$ cat src/rtl/timer_start_pkg.sv
package timer_start_pkg;
  // ==========================================================
  // Geometry
  localparam int          NUM_CH          = 5;
  localparam int          CNT_W           = 16;
  localparam int          REG_W           = 8;
  localparam int          ADDR_W          = 4;
  // ==========================================================
  // Register offsets
  localparam logic [3:0]  RUN_CTRL_OFFSET = 4'h0;
  localparam logic [3:0]  LOCKSTEP_OFFSET = 4'h1;
  localparam logic [3:0]  PRESET_VAL_OFF  = 4'h2;
  localparam logic [3:0]  PRESET_CMD_OFF  = 4'h3;
  localparam logic [3:0]  CLEAR_CMD_OFF   = 4'h4;
  localparam logic [3:0]  COUNT_SEL_OFF   = 4'h5;
  localparam logic [3:0]  COUNT_LO_OFF    = 4'h6;
  localparam logic [3:0]  COUNT_HI_OFF    = 4'h7;
  // ==========================================================
  // Field layout and reset values
  localparam int          CH_FIELD_LSB    = 0;
  localparam int          RSVD_LSB        = 5;
  localparam logic [7:0]  RSVD_MASK       = 8'he0;
  localparam logic [7:0]  RUN_CTRL_RESET  = 8'he0;
  localparam logic [7:0]  LOCKSTEP_RESET  = 8'he0;
  localparam logic [15:0] COUNT_RESET     = 16'h0000;
endpackage : timer_start_pkg

$ cat src/rtl/counter_bank_if.sv
`timescale 1ns/10ps
// Control bundle from register front end to the counter bank
interface counter_bank_if;
  import timer_start_pkg::*;
  logic [NUM_CH-1:0] run;
  logic [NUM_CH-1:0] preset;
  logic [NUM_CH-1:0] clear;
  logic [CNT_W-1:0]  preset_val;
  logic [NUM_CH*CNT_W-1:0] counts;
  modport ctrl (output run, output preset, output clear, output preset_val, input counts);
  modport bank (input run, input preset, input clear, input preset_val, output counts);
endinterface : counter_bank_if

$ cat src/rtl/timer_start_lockstep_ctrl.sv
`timescale 1ns/10ps
// Contract
// Run register: bit n lets channel n count; all zero after reset.
// Run and lockstep registers are 8 bits, processor readable and writable.
// Run register becomes e0 on reset and on standby entry.
// Bits 7 to 5 of both registers read one; writes ignored.
// Lockstep register becomes e0 on reset and on standby entry.
// Lockstep register: bit n selects lockstep for channel n.
// Independent channel preset or clear touches only that channel.
// Lockstep channel joins shared preset and clear of all lockstep channels.
// Write or clear on one lockstep counter hits all lockstep counters together.
module timer_start_lockstep_ctrl
  import timer_start_pkg::*;
(
  input  wire logic              mclk,
  input  wire logic              resetn,
  input  wire logic              standby,
  input  wire logic [ADDR_W-1:0] addr,
  input  wire logic [REG_W-1:0]  wdata,
  input  wire logic              wr_stb,
  input  wire logic              rd_stb,
  input  wire logic [NUM_CH-1:0] clear_event,
  output logic      [REG_W-1:0]  rdata,
  output logic      [NUM_CH-1:0] run_out,
  output logic      [NUM_CH-1:0] lockstep_out
);
  // ==========================================================
  // Registers
  logic [NUM_CH-1:0] run_r;
  logic [NUM_CH-1:0] lock_r;
  logic [CNT_W-1:0]  preset_val_r;
  logic [2:0]        count_sel_r;
  logic [REG_W-1:0]  rdata_r;
  logic [REG_W-1:0]  rdata_nxt;
  // ==========================================================
  // Decode and request nets
  logic              hit_run;
  logic              hit_lock;
  logic              hit_pval;
  logic              hit_pcmd;
  logic              hit_ccmd;
  logic              hit_sel;
  logic              hit_lo;
  logic              hit_hi;
  logic              wr_run;
  logic              wr_lock;
  logic              wr_pval;
  logic              wr_pcmd;
  logic              wr_ccmd;
  logic              wr_sel;
  logic [NUM_CH-1:0] preset_req;
  logic [NUM_CH-1:0] clear_req;
  logic              preset_hit;
  logic              clear_hit;
  logic [NUM_CH-1:0] preset_fan;
  logic [NUM_CH-1:0] clear_fan;
  logic [CNT_W-1:0]  sel_count;

  counter_bank_if cb ();

  // ==========================================================
  // Address decode, shared by the write and read paths
  always_comb
  begin
    hit_run  = 1'b0;
    hit_lock = 1'b0;
    hit_pval = 1'b0;
    hit_pcmd = 1'b0;
    hit_ccmd = 1'b0;
    hit_sel  = 1'b0;
    hit_lo   = 1'b0;
    hit_hi   = 1'b0;
    if (addr == RUN_CTRL_OFFSET)
      hit_run = 1'b1;
    else if (addr == LOCKSTEP_OFFSET)
      hit_lock = 1'b1;
    else if (addr == PRESET_VAL_OFF)
      hit_pval = 1'b1;
    else if (addr == PRESET_CMD_OFF)
      hit_pcmd = 1'b1;
    else if (addr == CLEAR_CMD_OFF)
      hit_ccmd = 1'b1;
    else if (addr == COUNT_SEL_OFF)
      hit_sel = 1'b1;
    else if (addr == COUNT_LO_OFF)
      hit_lo = 1'b1;
    else if (addr == COUNT_HI_OFF)
      hit_hi = 1'b1;
  end

  // Write strobes, one per register except the count readback pair; their writes and unmapped writes fall through
  assign wr_run  = wr_stb & hit_run;
  assign wr_lock = wr_stb & hit_lock;
  assign wr_pval = wr_stb & hit_pval;
  assign wr_pcmd = wr_stb & hit_pcmd;
  assign wr_ccmd = wr_stb & hit_ccmd;
  assign wr_sel  = wr_stb & hit_sel;

  // Preset and clear requests before lockstep fan-out
  always_comb
  begin
    preset_req = '0;
    clear_req  = clear_event;
    if (wr_pcmd)
      preset_req = wdata[NUM_CH-1:0];
    if (wr_ccmd)
      clear_req = clear_event | wdata[NUM_CH-1:0];
  end

  // ==========================================================
  // Control registers
  // Run register, reset and standby force e0
  always_ff @(posedge mclk)
  begin
    if (!resetn || standby)
      run_r <= RUN_CTRL_RESET[NUM_CH-1:0];
    else if (wr_run)
      run_r <= wdata[NUM_CH-1:0];
  end

  // Lockstep register, reset and standby force e0
  always_ff @(posedge mclk)
  begin
    if (!resetn || standby)
      lock_r <= LOCKSTEP_RESET[NUM_CH-1:0];
    else if (wr_lock)
      lock_r <= wdata[NUM_CH-1:0];
  end

  // Preset value, each write shifts a byte in from the low end
  always_ff @(posedge mclk)
  begin
    if (!resetn)
      preset_val_r <= COUNT_RESET;
    else if (wr_pval)
      preset_val_r <= {preset_val_r[7:0], wdata};
  end

  // Counter readback selector
  always_ff @(posedge mclk)
  begin
    if (!resetn)
      count_sel_r <= 3'h0;
    else if (wr_sel)
      count_sel_r <= wdata[2:0];
  end

  // ==========================================================
  // Lockstep fan-out of preset and clear
  // Does any request land on a lockstep channel
  assign preset_hit = |(preset_req & lock_r);
  assign clear_hit  = |(clear_req & lock_r);

  // A lockstep channel follows any lockstep request, an independent one only its own
  genvar ch;
  generate
    for (ch = 0; ch < NUM_CH; ch++)
    begin : g_fan
      assign preset_fan[ch] = preset_req[ch] | (lock_r[ch] & preset_hit);
      assign clear_fan[ch]  = clear_req[ch] | (lock_r[ch] & clear_hit);
    end
  endgenerate

  // Control bundle to the counter bank
  assign cb.run        = run_r;
  assign cb.preset     = preset_fan;
  assign cb.clear      = clear_fan;
  assign cb.preset_val = preset_val_r;

  // Counter bank
  counter_bank u_bank (
    .mclk   (mclk),
    .resetn (resetn),
    .cb     (cb)
  );

  // ==========================================================
  // Read path, data one cycle after the strobe
  // Counter selected for readback, zero past the last channel
  always_comb
  begin
    if (count_sel_r < 3'(NUM_CH))
      sel_count = cb.counts[count_sel_r*CNT_W +: CNT_W];
    else
      sel_count = COUNT_RESET;
  end

  // Read mux, zero when no read is under way
  always_comb
  begin
    rdata_nxt = 8'h00;
    if (!rd_stb)
      rdata_nxt = 8'h00;
    else if (hit_run)
      rdata_nxt = RSVD_MASK | {3'h0, run_r};
    else if (hit_lock)
      rdata_nxt = RSVD_MASK | {3'h0, lock_r};
    else if (hit_pval)
      rdata_nxt = preset_val_r[7:0];
    else if (hit_sel)
      rdata_nxt = {5'h00, count_sel_r};
    else if (hit_lo)
      rdata_nxt = sel_count[7:0];
    else if (hit_hi)
      rdata_nxt = sel_count[15:8];
  end

  // Read data register, stands for one cycle only
  always_ff @(posedge mclk)
  begin
    if (!resetn)
      rdata_r <= 8'h00;
    else
      rdata_r <= rdata_nxt;
  end

  // Outputs straight from their registers
  assign rdata        = rdata_r;
  assign run_out      = run_r;
  assign lockstep_out = lock_r;
endmodule : timer_start_lockstep_ctrl

$ cat src/rtl/counter_bank.sv
`timescale 1ns/10ps
module counter_bank
  import timer_start_pkg::*;
(
  input  wire logic mclk,
  input  wire logic resetn,
  counter_bank_if.bank cb
);
  // ==========================================================
  // Per-channel counters
  genvar g;
  generate
    for (g = 0; g < NUM_CH; g++)
    begin : g_ch
      logic [CNT_W-1:0] cnt_r;
      // Clear beats preset, preset beats counting
      always_ff @(posedge mclk)
      begin
        if (!resetn)
          cnt_r <= COUNT_RESET;
        else if (cb.clear[g])
          cnt_r <= COUNT_RESET;
        else if (cb.preset[g])
          cnt_r <= cb.preset_val;
        else if (cb.run[g])
          cnt_r <= cnt_r + 16'h0001;
      end
      assign cb.counts[g*CNT_W +: CNT_W] = cnt_r;
    end
  endgenerate
endmodule : counter_bank

$ cat config.mk
export PLATFORM = sky130hd
export DESIGN_NAME = timer_start_lockstep_ctrl
export DESIGN_NICKNAME = d
export VERILOG_FILES = /design/src/rtl/timer_start_pkg.sv /design/src/rtl/counter_bank_if.sv /design/src/rtl/timer_start_lockstep_ctrl.sv /design/src/rtl/counter_bank.sv
export SDC_FILE = /design/constraint.sdc
export NUM_CORES = 1
export LEC_CHECK = 0
export BUFFER_PORTS_ARGS = -buffer_cell sky130_fd_sc_hd__buf_4
export CAP_MARGIN = 0
export CORE_MARGIN = 2
export CORE_UTILIZATION = 61
export DETAILED_ROUTE_END_ITERATION = 10
export HOLD_SLACK_MARGIN = 0.05
export PLACE_DENSITY = 0.89
export SLEW_MARGIN = 20
export SYNTH_ARGS = -nofsm -noshare
export SYNTH_HDL_FRONTEND = slang
export SYNTH_HIERARCHICAL = 1
export SYNTH_SLANG_ARGS = --single-unit
$ cat constraint.sdc
create_clock -name mclk -period 3.1 [get_ports mclk]
set_input_delay 0.31 -clock mclk [delete_from_list [all_inputs] [get_ports mclk]]
set_output_delay 0.31 -clock mclk [all_outputs]
set_load 0.005 [all_outputs]
==> results of run 1 <==
## kinds of logic (layout without fill, tap and decap cells)
group | after synthesis | count (layout)
DFF | 117 | 117
buffers and inverters | 68 | 108
and+or+nand+nor | 274 | 274
muxes | 55 | 55
xor gates and xnor gates | 68 | 68
adders and majority gates | 5 | 5
AOI/OAI and AO/OA | 224 | 224
## worst max-delay path, cell delays in order (launching register included)
cell and delay [ns]:
sky130_fd_sc_hd__dfxtp_1 0.56, sky130_fd_sc_hd__a222oi_1 0.19, sky130_fd_sc_hd__a21boi_0 0.55, sky130_fd_sc_hd__a22o_1 0.34, sky130_fd_sc_hd__clkinv_1 0.61, sky130_fd_sc_hd__o21ai_0 0.49, sky130_fd_sc_hd__a21oi_1 0.10
## final cells by class
| class | count | area share, % |
|---|---|---|
| multi-input cells | 626 | 52.9 |
| inverters | 22 | 1.08 |
| well taps | 140 | 2.30 |
| repair buffers | 54 | 5.41 |
| clock inverters | 15 | 2.21 |
| clock buffers | 17 | 5.43 |
| flip-flops and latches | 117 | 30.7 |
## worst paths after layout
| check | to | slack, ns | cells after the start |
|---|---|---|---|
| worst max-delay path | u_bank/g_ch[0].cnt_r[6]$_SDFFE_PP0P_ | 0.09 | 6 |
| worst min-delay path | cb.preset_val[2]$_SDFFE_PN0P_ | 0.07 | 3 |
| worst max register to register | u_bank/g_ch[0].cnt_r[6]$_SDFFE_PP0P_ | 0.09 | 6 |
| worst min register to register | u_bank/g_ch[4].cnt_r[15]$_SDFFE_PP0P_ | 0.53 | 2 |
## metal layers
layer	share of wire [%]	wire (um)	track usage, %
met5	0	0	0
met4	4.1	859	15.8
met3	13	2700	11.0
met2	45	9480	56.8
met1	38	8130	47.7
## metrics by stage
step                total power, mW  utilization (%)  setup WS (ns)  instances
finish                         3.67             71.0         0.0902        991
global route                   3.75             71.0         0.0821        991
CTS                            3.66             71.0          0.327        991
detailed placement             1.72             65.3          0.199        956
global placement               1.72             65.3          0.389        956
floorplan                      1.65                -          0.805        811
## where the power goes
part           leakage, nW  switching [mW]  internal, mW
Combinational         1.27           0.105        0.0693
Sequential           0.943          0.0146          1.51
Clock                0.279           0.806          1.17
## cells in the final DEF (no fill, tap or decap), types with 17 or more instances in the layout
cell,count
sky130_fd_sc_hd__nand2_1,68
sky130_fd_sc_hd__a21boi_0,17
sky130_fd_sc_hd__nor2_1,58
sky130_fd_sc_hd__inv_1,18
sky130_fd_sc_hd__nor3_1,19
sky130_fd_sc_hd__nand3_1,29
sky130_fd_sc_hd__buf_4,51
sky130_fd_sc_hd__dfxtp_1,117
sky130_fd_sc_hd__a21oi_1,79
sky130_fd_sc_hd__nor4_1,19
sky130_fd_sc_hd__xnor2_1,59
sky130_fd_sc_hd__nand4_1,26
sky130_fd_sc_hd__o21ai_0,71
sky130_fd_sc_hd__mux2i_1,45
## flip-flops by register name (all words and copies together), names as in the netlist
signal             flops
run_out                5
lockstep_out           5
cb.preset_val         16
count_sel_r            3
u_bank/g_ch.cnt_r     80
rdata                  8
==> out/summary.md, run 1 <==
The flow ran to the end, and the final reports show no timing, DRC or antenna violations. Summing every instance area after synthesis gives 0.00665 mm^2. Entering global routing, the biggest net connects 33 pins.

The tools report the count of standard-cell rows as 38. The worst register-to-register path begins at lockstep_out[2]$_SDFFE_PP0P_. For the aggregate global routing overflow, the log shows 0.

In the final routed layout, each cell accounts on average for 21.4 um. Most frequently used flop master after synthesis: sky130_fd_sc_hd__dfxtp_1. The most instantiated library cell after synthesis was sky130_fd_sc_hd__dfxtp_1.

After Yosys synthesis, full adders, half adders and majority gates account for 0.941% of the synthesized area. The final number of max-transition violations is 0, and the share of synthesized flip-flops with an asynchronous set or reset is 0%. The total of buffers placed on input and output ports is 39, and the source-to-sink clock delay at the later pin of the worst-skew pair is 0.55 ns.

Area of all placed cells without fillers: 0.00763 mm^2. TritonCTS built the clock tree. The synthesized netlist devotes 20.9% of its cell area to simple gates.

Hold repair after CTS inserted 3 buffers. Share of final-layout standard cells stronger than drive strength 1: 11.8%. The H-tree generated during clock tree synthesis spans 4 levels. Clock transition at the register clock pins on the worst setup and hold paths after CTS: 0.06 ns.

The final hold slack is 0.0746 ns. For the footprint of the flip-flops and latches, the log shows 0.00234 mm^2. The first global-routing pass estimated 32700 um of wire. The congestion estimate from routability-driven global placement came to 1.01. After synthesis, the mean cell area works out to 8.19 um^2. The tools report the post-synthesis cell type count as 56. Setup repair after global routing left no endpoint under its margin. Of the post-synthesis cell area, the part taken by muxes is 9.66%. For the initial antenna violation count, the log shows 0. Ratio of total power to cell area: 481 mW/mm^2. The synthesized design spends more area on one cell type than any other, namely sky130_fd_sc_hd__dfxtp_1.

After filler insertion, the fill cell instance count of the layout stands at 800. Across all layers, the routed design uses 6798 vias. Of the available clock period, the critical path in the final layout requires 97.1%. The critical path in this run is classified as flip-flop to flip-flop. The pre-antenna-repair detailed-routing pass consisted of 8 iterations. Setup violations remaining at the end of the flow were counted as 0. Across the VDD grid, the largest voltage drop is 621 uV.

Ranked by total cell area, the synthesized netlist is headed by sky130_fd_sc_hd__dfxtp_1, sky130_fd_sc_hd__xnor2_1, sky130_fd_sc_hd__mux2i_1, sky130_fd_sc_hd__a21oi_1, sky130_fd_sc_hd__o21ai_0. The height of the chip was 108 um; the DRC marker count from the first detailed-route iteration was 1020. In this run, synthesis inferred 0 flip-flops with an integrated enable. The remaining antenna violation count is 0. In this run the deepest clock path goes through 2 buffers. In this run the biggest area consumer among cell types represents 35.2% of the synthesized area. For this block, the routed nets add up to 21200 um of wire. For the overall global routing resource usage, the log shows 36.8%. Combinational family with the most area after synthesis: simple AND/OR/NAND/NOR gates.

For this design the static power due to leakage is 2.49 nW. The post-route clock skew came out at 0.00937 ns. X dimension of the die: 108 um. The final critical-path required period was 3.01 ns; the area of the die was 0.0117 mm^2.

Across the run, the number of max-cap violations was 0. The tree built by TritonCTS fans out to 117 sinks. Number of nets in the finished design: 865. STA puts the critical path data required time at 3.49 ns. Compared with the post-synthesis result, the final layout area differs by 14.8%. The post-synthesis sequential element count came out at 117. Data on the critical path arrives at its endpoint at 3.40 ns. The area share of xor/xnor cells in the synthesized design is 8.96%, and the hold violation total from the final report is 0. In the final layout, the multi-input gates occupy 0.00403 mm^2. Once the floorplan was initialized, standard cells occupied 61.8% of the core. The compound-cell area share of the yosys netlist was 20.2%. The kind of end point of the critical path was a flip-flop. Mean number of vias per cell: 6.86.

The largest fanout on the critical path works out to 26. The min-delay analysis places its worst path in the category input pin to flip-flop. When the netlist entered floorplanning its net count stood at 838. Post-DP HPWL: 13600 um. The number of placed I/O pins was 40. The tools report the total negative slack as 0 ns. The clock buffer count from CTS was 17. For the via count of the first global-routing pass, the log shows 6045.

CTS placed an instance of sky130_fd_sc_hd__clkbuf_8 at the clock tree root. The commonest cells after synthesis are sky130_fd_sc_hd__dfxtp_1, sky130_fd_sc_hd__a21oi_1, sky130_fd_sc_hd__o21ai_0, sky130_fd_sc_hd__nand2_1, sky130_fd_sc_hd__xnor2_1. The run gives 0 as the post-cts resize count. The total core area is 0.0107 mm^2, and the number of instances in the synthesized netlist is 811. Yosys printed 6 warnings. After detailed routing, the number of remaining DRC violations is 0.

The number of antenna diodes in the final layout is 0. Post-CTS timing repair inserted 0 buffers for setup. The worst setup path is launched from a flip-flop. The launch point of the worst hold path is wdata[2].

The logs give 0.332 GHz for the peak clock frequency supported by timing and 35.2% for the share of synthesized area occupied by flip-flops and latches. The pin slew with the least headroom to its limit works out to 0.786 ns. The tools report the origin of the worst setup path as lockstep_out[2]$_SDFFE_PP0P_. In this run the tightest slew margin relative to its limit is 47.5%. For the cell area after placement, the log shows 0.00701 mm^2.
Note: power is estimated with default switching activity, not from simulation.
==> run 2: changes to the inputs <==
==> constraint.sdc (replaced) <==
create_clock -name mclk -period 3.1 [get_ports mclk]
set_input_delay 0 -clock mclk [delete_from_list [all_inputs] [get_ports mclk]]
set_output_delay 0 -clock mclk [all_outputs]
set_load 0.005 [all_outputs]
==> run 2 against run 1 <==
The flow now finishes with violations (design-rule violations); clock power grew 5%; die area is the same; clock skew is essentially flat; critical path depth up 1; critical path type unchanged.
==> out/summary.md, run 2 (synthesized netlist as in run 1, its figures left out) <==
The mean number of vias per cell is 6.67 (-2.8%), and the slack of the worst reg-to-reg path is 0.32 ns (+0.23 ns). For the depth of the CTS H-tree, the log shows 4 (unchanged). The startpoint identified for the worst hold timing path is clear_event[0].

The tools report the number of nets in the finished design as 892 (+3.1%). The x dimension of the die was 108 um (unchanged). For the number of design rule violations left after detail routing, the log shows 1 (+1). The tools report the worst hold endpoint as u_bank/g_ch[0].cnt_r[5]$_SDFFE_PP0P_.

Source of the worst register-to-register timing path: lockstep_out[4]$_SDFFE_PP0P_. The logs give 13700 um (+0.80%) for the post-DP HPWL and 117 (unchanged) for the number of clock sinks. Wire length per cell after detailed routing: 21.4 um (+0.13%). The flip-flop count of the largest register after layout is 80 (unchanged).

The library cells used most frequently in the layout, excluding fill and tap cells, are sky130_fd_sc_hd__dfxtp_1, sky130_fd_sc_hd__a21oi_1, sky130_fd_sc_hd__o21ai_0. Total negative slack: 0 ns (unchanged). For the total power, the log shows 3.78 mW (+3.0%).

The share of final-layout standard cells stronger than drive strength 1 was 11.2% (-0.58 points). The clock buffer count from CTS came out at 17 (unchanged). The final hold slack was 0.0999 ns (+0.0253 ns). Hold violation total from the final report: 0 (unchanged).

Kind of end point of the critical path: a flip-flop. The area of the die came out at 0.0117 mm^2 (unchanged). The tree is rooted in a sky130_fd_sc_hd__clkbuf_8. The layout-stage area growth over the synthesis result was 19.5%. The total of buffers placed on input and output ports is 39 (unchanged), and the post-cts resize count is 0 (unchanged).

The overall global routing resource usage came out at 38.8% (+2.0 points). The post-route fraction of the period consumed by the critical path was 89.7% (-7.4 points); the source-to-sink clock delay at the later pin of the worst-skew pair was 0.55 ns (about the same). The number of detailed-routing iterations run before antenna repair is 10 (+2). The logs give 34100 um (+4.3%) for the global-route wire length before repair and 2 (unchanged) for the maximum buffer depth of the clock tree. The ratio of total power to cell area is 476 mW/mm^2 (-1.1%).

The number of cells on the worst reg-to-reg path works out to 7 (+1). Final number of max-transition violations: 0 (unchanged). The final reports fail on design-rule violations.

The cell area after placement was 0.00702 mm^2 (about the same). The tools report the maximum ir drop on the vdd rail as 476 uV (-23%). The tools report the number of placed I/O pins as 40 (unchanged).

The reported max-cap violation count was 0 (unchanged); the height of the chip was 108 um (unchanged). The number of cells traversed by the worst hold path was 5 (+2); the area of all placed cells without fillers was 0.00794 mm^2 (+4.1%). The logs give 0 (unchanged) for the aggregate global routing overflow and 955 (-0.10%) for the cell count after placement. The number of antenna diodes came out at 0 (unchanged). The tightest min-delay check is of the input pin to flip-flop type. The post-layout instance count excluding filler cells is 1017 (+2.6%), and the final wirelength is 21800 um (+2.8%). The largest fanout on the critical path works out to 11 (-58%). For the count of standard-cell rows, the log shows 38 (unchanged). The final estimated routing congestion in global placement is 1.00 (-1.0%). The run finished, with violations left. The final-report setup violation count was 0 (unchanged). The critical path in this run is classified as flip-flop to flip-flop.

The pin slew with the least headroom to its limit was 0.791 ns (+0.00499 ns); the peak clock frequency supported by timing was 0.360 GHz (+8.2%). Initial core utilization: 61.8% (unchanged). The clock transition at the register clock pins on the worst setup and hold paths after CTS was 0.06 ns (about the same); the total core area was 0.0107 mm^2 (unchanged).

Signal arrival time at the worst endpoint: 3.24 ns (-0.16 ns). For the remaining antenna violation count, the log shows 0 (unchanged). TritonCTS built the clock tree. Required time reported for the critical path endpoint: 3.56 ns (+0.07 ns). The tools report the tightest slew margin relative to the limit as 47.2% (-0.33 points). The most flop-heavy register was u_bank/g_ch.cnt_r. The logs give 6351 (+5.1%) for the via count of the first global-routing pass and 6780 (-0.26%) for the via count of the routed design. The tools report the post-route clock skew as 0.00966 ns (+0.000289 ns). The final critical-path required period is 2.78 ns (-0.229 ns). For the DRC marker count from the first detailed-route iteration, the log shows 841 (-18%). Setup repair after global routing left no endpoint under its margin. The tools report the initial antenna violation count as 0 (unchanged).

The library cell used most frequently in the layout, excluding fill and tap cells, is sky130_fd_sc_hd__dfxtp_1. The endpoint identified for the worst register-to-register timing path is u_bank/g_ch[1].cnt_r[15]$_SDFFE_PP0P_. The pin count of the biggest net entering global routing came out at 33 (unchanged).

STA classifies the critical path startpoint as a flip-flop. The leakage component of the power was 2.62 nW (+5.3%).
## run 2: cell types whose count changed in the layout (fill, tap and decap cells not counted)
| cell | before | now |
|---|---|---|
| sky130_fd_sc_hd__buf_4 | 51 | 49 |
| sky130_fd_sc_hd__clkinvlp_4 | 3 | 5 |
| sky130_fd_sc_hd__bufinv_16 | 2 | 4 |
| sky130_fd_sc_hd__inv_6 | 7 | 1 |
| sky130_fd_sc_hd__dlygate4sd3_1 | 3 | 31 |
| sky130_fd_sc_hd__clkbuf_8 | 1 | 2 |
| sky130_fd_sc_hd__clkinv_4 | 1 | 0 |
| sky130_fd_sc_hd__buf_12 | 0 | 1 |
| sky130_fd_sc_hd__inv_8 | 1 | 0 |
| sky130_fd_sc_hd__clkinv_2 | 1 | 3 |
## run 2: report_power, final
part / internal, mW / leakage, nW / switching, mW
Clock: 1.32 / 0.285 / 0.740
Sequential: 1.51 / 0.943 / 0.0153
Combinational: 0.0836 / 1.39 / 0.112
## run 2: per-stage QoR
stage,util [%],setup WS [ns]
after floorplan,-,0.990
after global placement,65.3,0.587
after detailed placement,65.3,0.568
after CTS,73.9,0.453
after global routing,73.9,0.195
final,73.9,0.319
## run 2: area by class of cell
cell class / count / area, um^2
tap: 140 / 175
sequential: 117 / 2340
multi-input combinational: 626 / 4030
inverter: 22 / 82.6
clock inverter: 13 / 181
clock buffer: 18 / 428
timing repair buffer: 81 / 698
fill: 754 / 2810
## run 2: routing by layer
layer	wire length, um	vias up	global-route usage [%]
met5	0	-	0
met4	1150	0	19.6
met3	2570	120	12.4
met2	9810	446	61.4
met1	8230	3152	47.4
li1	-	3062	-
## run 2: worst max-delay path by stage
stage	startpoint	end	slack [ns]	cells past startpoint
6_report	lockstep_out[4]$_SDFFE_PP0P_	u_bank/g_ch[1].cnt_r[15]$_SDFFE_PP0P_	0.32	7
5_1_grt	lockstep_out[1]$_SDFFE_PP0P_	u_bank/g_ch[1].cnt_r[8]$_SDFFE_PP0P_	0.19	7
4_1_cts	count_sel_r[0]$_SDFFE_PN0P_	rdata[0]$_SDFF_PN0_	0.45	6
3_5_place_dp	lockstep_out[4]$_SDFFE_PP0P_	u_bank/g_ch[1].cnt_r[3]$_SDFFE_PP0P_	0.57	7
3_3_place_gp	lockstep_out[4]$_SDFFE_PP0P_	u_bank/g_ch[1].cnt_r[7]$_SDFFE_PP0P_	0.59	7
2_1_floorplan	lockstep_out[4]$_SDFFE_PP0P_	u_bank/g_ch[2].cnt_r[10]$_SDFFE_PP0P_	0.99	8
## run 2: repair_timing
action | CTS | global route
hold endpoints to repair | 67 | 0
setup buffers | 0 | 0
hold buffers | 31 | 0
## run 2: worst max-delay path, cell delays in order, from the launching register on
cell,delay [ns]
sky130_fd_sc_hd__dfxtp_1,0.39
sky130_fd_sc_hd__a222oi_1,0.42
sky130_fd_sc_hd__o221ai_1,0.24
sky130_fd_sc_hd__a211o_1,0.32
sky130_fd_sc_hd__a221o_1,0.40
sky130_fd_sc_hd__nor2b_1,0.54
sky130_fd_sc_hd__o21ai_0,0.23
sky130_fd_sc_hd__a21oi_1,0.17
